--- src/failover_pkg.sv ---
package failover_pkg;
	localparam int CLOCK_HZ = 40_000_000;
	localparam int ATTACK_MS = 500;
	localparam int RELEASE_MS = 1500;
	localparam int ATTACK_CYCLES = ATTACK_MS * (CLOCK_HZ / 1000);
	localparam int RELEASE_CYCLES = RELEASE_MS * (CLOCK_HZ / 1000);
	localparam int TIMER_W = 26;
	localparam int BAUD = 9600;
	localparam int BIT_CYCLES = CLOCK_HZ / BAUD;
	localparam int BIT_W = 13;
	localparam int DATA_BITS = 8;
	localparam int PAGES = 8;
	localparam int CHARS_PER_LINE = 30;
	localparam int TEXT_LINES = 2;
	localparam int CHARS_PER_PAGE = CHARS_PER_LINE * TEXT_LINES;
	localparam int MEM_WORDS = PAGES * CHARS_PER_PAGE;
	localparam int CELL_PIXELS = 24;
	localparam int ACTIVE_LINES = 576;
	localparam logic [9:0] BANNER_TOP = 10'h180;
	localparam logic [9:0] TEXT_TOP = 10'h1C8;
	localparam logic [9:0] TEXT_BOTTOM = 10'h1F8;
	localparam logic [9:0] TEXT_RIGHT = 10'h2D0;
	localparam logic [3:0] CODE_BARS = 4'h8;
	localparam logic [3:0] CODE_PAGE_LIMIT = 4'h8;
	localparam logic [5:0] LAST_POS = 6'h3B;
	localparam logic [7:0] BLANK_CHAR = 8'h20;

	typedef enum logic [1:0] {
		VIDEO_OK = 2'b00,
		ATTACK = 2'b01,
		FAILED = 2'b11,
		RELEASE = 2'b10
	} fail_state_t;

	typedef enum logic [1:0] {
		RX_IDLE = 2'b00,
		RX_START = 2'b01,
		RX_DATA = 2'b11,
		RX_STOP = 2'b10
	} rx_state_t;

	typedef enum logic [1:0] {
		PAT_MESSAGE = 2'b00,
		PAT_BARS = 2'b01,
		PAT_BLACK = 2'b10
	} pattern_t;

	typedef struct packed {
		logic bypass;
		logic overlay_enable;
		logic bars_only;
	} panel_t;

	typedef struct packed {
		logic override_n;
		logic overlay_kill_n;
		logic bars_only_n;
		logic lamp_test_n;
	} remote_t;

	typedef struct packed {
		logic bars;
		logic banner;
		logic text_cell;
		logic [7:0] char_code;
		logic [4:0] glyph_x;
		logic [4:0] glyph_y;
	} raster_t;
endpackage

--- src/serial_receiver.sv ---
`timescale 1ns/1ps
module serial_receiver
	import failover_pkg::*;
#(
	parameter int BIT_TIME = BIT_CYCLES
) (
	input wire logic clock,
	input wire logic nrst,
	input wire logic rx,
	output logic [7:0] rx_byte,
	output logic rx_valid
);
	rx_state_t state;
	logic [BIT_W-1:0] timer;
	logic [2:0] bit_index;
	logic [7:0] shift;
	logic bit_done;
	logic half_done;

	assign bit_done = timer == BIT_W'(BIT_TIME - 1);
	assign half_done = timer == BIT_W'(BIT_TIME / 2 - 1);

	always_ff @(posedge clock or negedge nrst) begin
		if (!nrst) begin
			state <= RX_IDLE;
			timer <= '0;
			bit_index <= 3'h0;
			shift <= 8'h00;
			rx_byte <= 8'h00;
			rx_valid <= 1'b0;
		end else begin
			rx_valid <= 1'b0;
			timer <= timer + 1'b1;
			case (state)
				RX_IDLE: begin
					timer <= '0;
					if (!rx) begin
						state <= RX_START;
					end
				end
				RX_START: begin
					if (half_done) begin
						timer <= '0;
						bit_index <= 3'h0;
						state <= rx ? RX_IDLE : RX_DATA;
					end
				end
				RX_DATA: begin
					if (bit_done) begin
						timer <= '0;
						shift <= {rx, shift[7:1]};
						bit_index <= bit_index + 1'b1;
						if (bit_index == 3'(DATA_BITS - 1)) begin
							state <= RX_STOP;
						end
					end
				end
				RX_STOP: begin
					if (bit_done) begin
						state <= RX_IDLE;
						rx_byte <= shift;
						rx_valid <= rx;
					end
				end
				default: state <= RX_IDLE;
			endcase
		end
	end

	a_byte_needs_stop: assert property (@(posedge clock) disable iff (!nrst)
		rx_valid |-> $past(state) == RX_STOP && $past(rx))
		else $error("byte accepted without a valid stop bit");
endmodule

--- src/video_failover_controller.sv ---
`timescale 1ns/1ps
// Overview of operation
// - Test signal inserted only after 0.5 s of continuous invalid video.
// - Returned valid video is switched back within 1.5 s.
// - Grounded remote override forces generator onto switched output.
// - Front-panel bypass forces generator onto switched output likewise.
// - Video-loss indicator lights when video is absent and test signal inserted.
// - Generator output carries the test pattern continuously.
// - Front-panel switch enables or disables the overlay generator.
// - Grounded overlay-kill input removes the overlay.
// - Overlay is two lines of 30 cells, 24x24 pixels, bottom third, on banner.
// - Message mode: bars in top two-thirds, text lines in bottom third.
// - Eight selectable messages are stored.
// - Pattern comes from rotary switch or external 4-bit code.
// - Select lines idle high; a low-pulling party selects.
// - Switch or remote chooses message display or full-screen bars.
// - Programming link is 9600 baud, 8 data bits, no parity, one stop.
// - Grounded indicator-test input lights all indicators.
// - Rotary chooses one of eight pages, full bars or full black.
module video_failover_controller
	import failover_pkg::*;
#(
	parameter int ATTACK_TIME = ATTACK_CYCLES,
	parameter int RELEASE_TIME = RELEASE_CYCLES,
	parameter int BIT_TIME = BIT_CYCLES
) (
	input wire logic clock,
	input wire logic nrst,
	input wire logic video_valid,
	input wire panel_t panel,
	input wire remote_t remote,
	input wire logic [3:0] rotary_code,
	input wire logic [3:0] select_in,
	output logic [3:0] select_out,
	output logic [3:0] select_oe_n,
	input wire logic serial_rx,
	input wire logic [9:0] pixel_x,
	input wire logic [9:0] line_y,
	output logic relay_to_generator,
	output logic video_loss_indicator,
	output logic overlay_indicator,
	output pattern_t pattern,
	output raster_t raster
);
	fail_state_t state;
	fail_state_t next_state;
	logic [TIMER_W-1:0] timer;
	logic [TIMER_W-1:0] next_timer;
	logic detector_fail;
	logic forced;
	logic next_relay;
	logic lamp_test;
	logic [3:0] code;
	logic is_page;
	logic [2:0] page;
	logic [2:0] write_page;
	logic [5:0] write_pos;
	logic overlay_on;
	logic [7:0] rx_byte;
	logic rx_valid;
	logic [4:0] column;
	logic text_row;
	logic in_text;
	logic in_banner;
	logic [7:0] msg_mem [0:MEM_WORDS-1];

	function automatic logic [8:0] msg_addr(input logic [2:0] pg, input logic [5:0] pos);
		msg_addr = 9'(pg) * 9'(CHARS_PER_PAGE) + 9'(pos);
	endfunction

	assign forced = !remote.override_n || panel.bypass;
	assign detector_fail = state == FAILED || state == RELEASE;
	assign next_relay = forced || detector_fail;
	assign lamp_test = !remote.lamp_test_n;

	always_comb begin
		next_state = state;
		next_timer = timer + 1'b1;
		case (state)
			VIDEO_OK: begin
				next_timer = '0;
				if (!video_valid) begin
					next_state = ATTACK;
				end
			end
			ATTACK: begin
				if (video_valid) begin
					next_state = VIDEO_OK;
					next_timer = '0;
				end else if (timer == TIMER_W'(ATTACK_TIME - 1)) begin
					next_state = FAILED;
					next_timer = '0;
				end
			end
			FAILED: begin
				next_timer = '0;
				if (video_valid) begin
					next_state = RELEASE;
				end
			end
			RELEASE: begin
				if (!video_valid) begin
					next_state = FAILED;
					next_timer = '0;
				end else if (timer == TIMER_W'(RELEASE_TIME - 1)) begin
					next_state = VIDEO_OK;
					next_timer = '0;
				end
			end
			default: begin
				next_state = VIDEO_OK;
				next_timer = '0;
			end
		endcase
	end

	always_ff @(posedge clock or negedge nrst) begin
		if (!nrst) begin
			state <= VIDEO_OK;
			timer <= '0;
			relay_to_generator <= 1'b0;
			video_loss_indicator <= 1'b0;
			overlay_indicator <= 1'b0;
		end else begin
			state <= next_state;
			timer <= next_timer;
			relay_to_generator <= next_relay;
			video_loss_indicator <= lamp_test || (next_relay && detector_fail);
			overlay_indicator <= lamp_test || overlay_on;
		end
	end

	// Tally: pull a line low where the rotary bit is zero; the line level is the code.
	assign select_out = 4'h0;
	assign select_oe_n = rotary_code;
	assign code = select_in;
	assign is_page = code < CODE_PAGE_LIMIT;
	assign page = code[2:0];

	always_comb begin
		if (panel.bars_only || !remote.bars_only_n) begin
			pattern = PAT_BARS;
		end else if (is_page) begin
			pattern = PAT_MESSAGE;
		end else if (code == CODE_BARS) begin
			pattern = PAT_BARS;
		end else begin
			pattern = PAT_BLACK;
		end
	end

	assign overlay_on = pattern == PAT_MESSAGE && panel.overlay_enable && remote.overlay_kill_n;

	serial_receiver #(
		.BIT_TIME(BIT_TIME)
	) receiver (
		.clock(clock),
		.nrst(nrst),
		.rx(serial_rx),
		.rx_byte(rx_byte),
		.rx_valid(rx_valid)
	);

	// Incoming characters fill the selected page in order; a new page restarts at cell zero.
	always_ff @(posedge clock or negedge nrst) begin
		if (!nrst) begin
			write_page <= 3'h0;
			write_pos <= 6'h00;
		end else begin
			write_page <= page;
			if (page != write_page) begin
				write_pos <= 6'h00;
			end else if (rx_valid && is_page) begin
				write_pos <= (write_pos == LAST_POS) ? 6'h00 : write_pos + 1'b1;
			end
		end
	end

	always_ff @(posedge clock) begin
		if (rx_valid && is_page && page == write_page) begin
			msg_mem[msg_addr(page, write_pos)] <= rx_byte;
		end
	end

	assign in_banner = line_y >= BANNER_TOP && line_y < 10'(ACTIVE_LINES);
	assign in_text = line_y >= TEXT_TOP && line_y < TEXT_BOTTOM && pixel_x < TEXT_RIGHT;
	assign column = 5'(pixel_x / 10'(CELL_PIXELS));
	assign text_row = line_y >= TEXT_TOP + 10'(CELL_PIXELS);

	// The generator raster runs regardless of the relay.
	always_ff @(posedge clock or negedge nrst) begin
		if (!nrst) begin
			raster <= '0;
		end else begin
			raster.bars <= pattern == PAT_BARS || (pattern == PAT_MESSAGE && !(overlay_on && in_banner));
			raster.banner <= overlay_on && in_banner;
			raster.text_cell <= overlay_on && in_text;
			raster.char_code <= (overlay_on && in_text) ?
				msg_mem[msg_addr(page, 6'(text_row) * 6'(CHARS_PER_LINE) + 6'(column))] : BLANK_CHAR;
			raster.glyph_x <= 5'(pixel_x % 10'(CELL_PIXELS));
			raster.glyph_y <= 5'((line_y - TEXT_TOP) % 10'(CELL_PIXELS));
		end
	end

	logic [TIMER_W:0] low_run;
	logic [TIMER_W:0] high_run;

	always_ff @(posedge clock or negedge nrst) begin
		if (!nrst) begin
			low_run <= '0;
			high_run <= '0;
		end else begin
			low_run <= video_valid ? '0 : low_run + 1'b1;
			high_run <= video_valid ? high_run + 1'b1 : '0;
		end
	end

	a_attack_delay: assert property (@(posedge clock) disable iff (!nrst)
		state == ATTACK && next_state == FAILED |-> low_run >= (TIMER_W+1)'(ATTACK_TIME))
		else $error("inserted before the attack delay");
	a_release_bound: assert property (@(posedge clock) disable iff (!nrst)
		high_run > (TIMER_W+1)'(RELEASE_TIME) |-> !detector_fail)
		else $error("input video not restored within release time");
	a_valid_routes: assert property (@(posedge clock) disable iff (!nrst)
		state == VIDEO_OK && !forced |=> !relay_to_generator)
		else $error("valid video not routed");
	a_override_forces: assert property (@(posedge clock) disable iff (!nrst)
		!remote.override_n |=> relay_to_generator)
		else $error("override ignored");
	a_bypass_forces: assert property (@(posedge clock) disable iff (!nrst)
		panel.bypass |=> relay_to_generator)
		else $error("bypass ignored");
	a_loss_indicator: assert property (@(posedge clock) disable iff (!nrst)
		video_loss_indicator && !$past(lamp_test) |-> relay_to_generator && $past(detector_fail))
		else $error("video-loss indicator without inserted signal");
	a_lamp_test: assert property (@(posedge clock) disable iff (!nrst)
		lamp_test |=> video_loss_indicator && overlay_indicator)
		else $error("indicator test did not light all indicators");
	a_overlay_kill: assert property (@(posedge clock) disable iff (!nrst)
		!remote.overlay_kill_n || !panel.overlay_enable |=> !raster.banner && !raster.text_cell)
		else $error("overlay shown while disabled");
	a_timer_restart: assert property (@(posedge clock) disable iff (!nrst)
		state == ATTACK && video_valid |=> state == VIDEO_OK && timer == '0)
		else $error("attack timer did not restart");
endmodule

--- config.mk ---
export PLATFORM = sky130hd
export DESIGN_NAME = video_failover_controller
export DESIGN_NICKNAME = d
export VERILOG_FILES = /design/src/failover_pkg.sv /design/src/serial_receiver.sv /design/src/video_failover_controller.sv
export SDC_FILE = /design/constraint.sdc
export NUM_CORES = 2
export LEC_CHECK = 0
export ABC_AREA = 0
export BUFFER_PORTS_ARGS = -buffer_cell sky130_fd_sc_hd__buf_4
export CAP_MARGIN = 20
export CORE_ASPECT_RATIO = 0.8
export CORE_MARGIN = 2
export CORE_UTILIZATION = 40
export DETAILED_ROUTE_END_ITERATION = 16
export SLEW_MARGIN = 20
export SYNTH_ARGS = -nofsm -noshare
export SYNTH_HDL_FRONTEND = slang
export SYNTH_SLANG_ARGS = --single-unit
--- constraint.sdc ---
create_clock -name clock -period 11.96 [get_ports clock]
set_input_delay 0.598 -clock clock [delete_from_list [all_inputs] [get_ports clock]]
set_output_delay 0.598 -clock clock [all_outputs]
set_load 0.1 [all_outputs]
==> flow_metrics.env <==
export IMPL_status="completed"
export IMPL_worst_pin_slew_ns=1.24
export IMPL_reg2reg_from="write_pos[3]"
export IMPL_cts_sink_count=3936
export IMPL_track_usage=0.225
export IMPL_min_delay_start="panel[0]"
export IMPL_synth_area_um2=155000
export IMPL_drt_iter0_markers=13500
export IMPL_post_synth_top_count_cell="edfxtp_1"
export IMPL_hold_buffers=20
export IMPL_slew_headroom=0.166
export IMPL_reg2regPathDepth=11
export IMPL_avgViaCountPerCell=6.05
export IMPL_ys_flop_type="edfxtp_1"
export IMPL_fin_crit_ns=7.93
export IMPL_drc=0
export IMPL_grt_pass1_wl_mm=635
export IMPL_synth_cells=8668
export IMPL_syn2layout_area_growth_pct=12.2
export IMPL_drive_gt1_frac=0.166
export IMPL_path_clk_slew_ns=0.06
export IMPL_required_ns=12.79
export IMPL_ys_seq_area_frac=0.760
export IMPL_fp_dieW_um=700
export IMPL_dp_final_hpwl_mm=273
export IMPL_critPathSlowestCell="nand2_1"
export IMPL_p_leak_nw=63.4
export IMPL_max_stage_delay_ns=0.91
export IMPL_overflow=0
export IMPL_setup_viol=0
export IMPL_grt_max_degree=222
export IMPL_cts_post_setup_buffers_inserted=0
export IMPL_crit_type="input pin to flip-flop"
export IMPL_routedWlPerCell_um=31.8
export IMPL_numCtsBuffers=375
export IMPL_ys_warn_count=0
export IMPL_synth_top_cell_area_share=0.744
export IMPL_multi_input_comb_area_um2=34900
export IMPL_gp_congestion=0.904
export IMPL_synth_common_cells="3,840 x edfxtp_1, 1,040 x nand2_1, 669 x nor2_1, 645 x mux4_2, 309 x nand3_1"
export IMPL_nFillCells=32500
export IMPL_dr_pass1_iters=8
export IMPL_regArea_um2=118000
export IMPL_hold_viol_final=0
export IMPL_finalCritPeriodShare=0.663
export IMPL_finalSetupTns_ns=0
export IMPL_die_y_um=561
export IMPL_hold_class="input pin to flip-flop"
export IMPL_cts_tree="yes"
export IMPL_p_per_area_nw_per_um2=188
export IMPL_yosysUniqueCellTypes=82
export IMPL_die_area_um2=392000
export IMPL_post_cts_resized=0
export IMPL_path_cells="buf_4 -> nor2b_1 -> o21ai_0 -> o21a_1 -> o32ai_1 -> a31oi_1 -> o211ai_1 -> ha_4 -> fa_1 -> xor2_1 -> inv_1 -> fa_4 -> xnor2_2 -> buf_4 -> nand2_1 -> nor2_1 -> nand2_1 -> a2111oi_0 -> a311oi_1 -> nand4b_1 -> nor3_1 -> o21ai_0 -> nand4_1 -> a32o_1"
export IMPL_yosysTopAreaCell="edfxtp_1"
export IMPL_fmax_ghz=0.126
export IMPL_rows=204
export IMPL_crit_fanout=30
export IMPL_async_flop_share=0.0244
export IMPL_max_cap_viol_count=0
export IMPL_critPathLaunchType="input pin"
export IMPL_cts_buffer_depth=4
export IMPL_drt_total_wl_mm=453
export IMPL_cpLargestDelayFamily="simple AND/OR/NAND/NOR gates"
export IMPL_timing_rr_end="msg_mem[250][2]"
export IMPL_clk_insertion_delay_late_ns=0.95
export IMPL_grt_pass1_vias=82000
export IMPL_port_buffers=60
export IMPL_final_setup_skew_ns=0.0704
export IMPL_cts_root_buf="clkbuf_16"
export IMPL_fin_area_um2=174000
export IMPL_min_path_cells=4
export IMPL_vias=86000
export IMPL_ctsHtreeMaxLevel=5
export IMPL_nets=8837
export IMPL_initial_utilization=0.402
export IMPL_dpl_cell_area_um2=161000
export IMPL_cp_arrival_ns=8.77
export IMPL_regToRegSetupSlack_ns=6.55
export IMPL_rsz0062_at_grt="false"
export IMPL_hold_end="raster[20]"
export IMPL_synth_seq_cells=3936
export IMPL_synth_area_per_cell_um2=17.9
export IMPL_antenna_left=0
export IMPL_coreArea_um2=386000
export IMPL_ys_top_cells_by_area="edfxtp_1 74%, mux4_2 9.4%, nand2_1 2.5%"
export IMPL_io_pins=73
export IMPL_drv_slew=0
export IMPL_ir_worst_vdd_mv=0.203
export IMPL_path_buf_inv=3
export IMPL_worst_setup_path_end_kind="flip-flop"
export IMPL_synth_edf_count=3840
export IMPL_antenna_found_initial=17
## report_power, final
group / switching (mW) / leakage [nW] / internal (mW)
Sequential: 0.00812 / 45.9 / 14.9
Clock: 5.25 / 6.05 / 6.96
Combinational: 4.13 / 11.4 / 1.39
Total: 9.38 / 63.4 / 23.3
## area by class of cell
class / count / area share
antenna: 12 / 0.000173
clock buffer: 441 / 0.0567
clock inverter: 240 / 0.0147
inverter: 32 / 0.000748
multi-input combinational: 4173 / 0.201
sequential: 3936 / 0.677
tap: 5150 / 0.0371
timing repair buffer: 238 / 0.0126
## registers in the layout, summed over array words and instances (netlist names), 6 cells and up
name,cells
msg_mem,3840
raster,21
receiver.rx_byte,8
receiver.shift,8
receiver.timer,13
timer,26
write_pos,6
## worst reg2reg max path: stages (launching register included)
cell     delay (ns)
dfrtp_1        0.45
ha_1           0.32
a21o_1         0.16
a21oi_1        0.32
nor2b_1        0.09
o21ai_0        0.67
xnor2_1        0.21
buf_4          0.22
nand2_1        0.09
nor2_1         0.81
nand2_1        0.78
nor2_1         0.90
## worst max path at each step
stage / from / end / cells after the start
finish: pixel_x[7] / raster[12] / 24
global route: pixel_x[7] / raster[12] / 24
global placement: pixel_x[5] / raster[12] / 23
floorplan: receiver.rx_byte[0] / msg_mem[0][0] / 0
CTS: pixel_x[7] / raster[12] / 24
detailed placement: pixel_x[7] / raster[12] / 24
## stage by stage
stage / std cells / worst slack, ns / power (mW) / hold WS [ns] / utilization
after floorplan: 8671 / 4.93 / 18.1 / 0.302 / -
after global placement: 13500 / 3.88 / 20.4 / 0.478 / 0.418
after detailed placement: 13500 / 3.51 / 20.5 / 0.480 / 0.418
after CTS: 14200 / 4.51 / 32.6 / 0.0174 / 0.451
after global routing: 14200 / 3.92 / 33.4 / 0.113 / 0.451
final: 14200 / 4.03 / 32.6 / 0.0945 / 0.451
## layer usage
layer | vias to the layer above | part of all wire | global-route usage
li1 | 34800 | - | -
met1 | 45100 | 0.41 | 0.334
met2 | 5344 | 0.43 | 0.319
met3 | 791 | 0.13 | 0.0665
met4 | 2 | 0.034 | 0.0718
met5 | - | 0.000029 | 0
## cell families (layout without fill, tap and decap cells)
family                     count (synthesis)  after routing  share of synthesized area
AOI/OAI and AO/OA                        808            808                     0.0383
DFF                                     3936           3936                      0.760
xor gates and xnor gates                  71             71                    0.00401
other                                      1             16                  0.0000242
adders and majority gates                 42             42                    0.00368
and+or+nand+nor                         2294           2294                     0.0628
muxes                                    954            954                      0.114
buffers and inverters                    562            951                     0.0175
## cells in the final DEF (no fill, tap or decap), types with 25 or more instances in the layout
| cell type | instances |
|---|---|
| clkbuf_1 | 54 |
| nand2_1 | 1024 |
| nand3_1 | 309 |
| edfxtp_1 | 3840 |
| a311oi_1 | 30 |
| clkinv_1 | 89 |
| o211ai_1 | 25 |
| a32oi_1 | 182 |
| a211oi_1 | 26 |
| o22ai_1 | 69 |
| mux2_2 | 25 |
| a221oi_1 | 25 |
| mux4_2 | 645 |
| nand4_1 | 84 |
| xnor2_1 | 29 |
| clkbuf_16 | 384 |
| bufinv_16 | 49 |
| xor2_1 | 33 |
| a21oi_1 | 79 |
| o21ai_0 | 111 |
| a31oi_1 | 51 |
| clkinv_2 | 61 |
| a22oi_1 | 36 |
| buf_4 | 190 |
| inv_1 | 27 |
| nor2_1 | 660 |
| nor4_1 | 27 |
| and3_1 | 53 |
| nor3_1 | 33 |
| mux2i_1 | 284 |
| dfrtp_1 | 88 |
| ha_1 | 34 |
(Power assumes the default switching activity.)
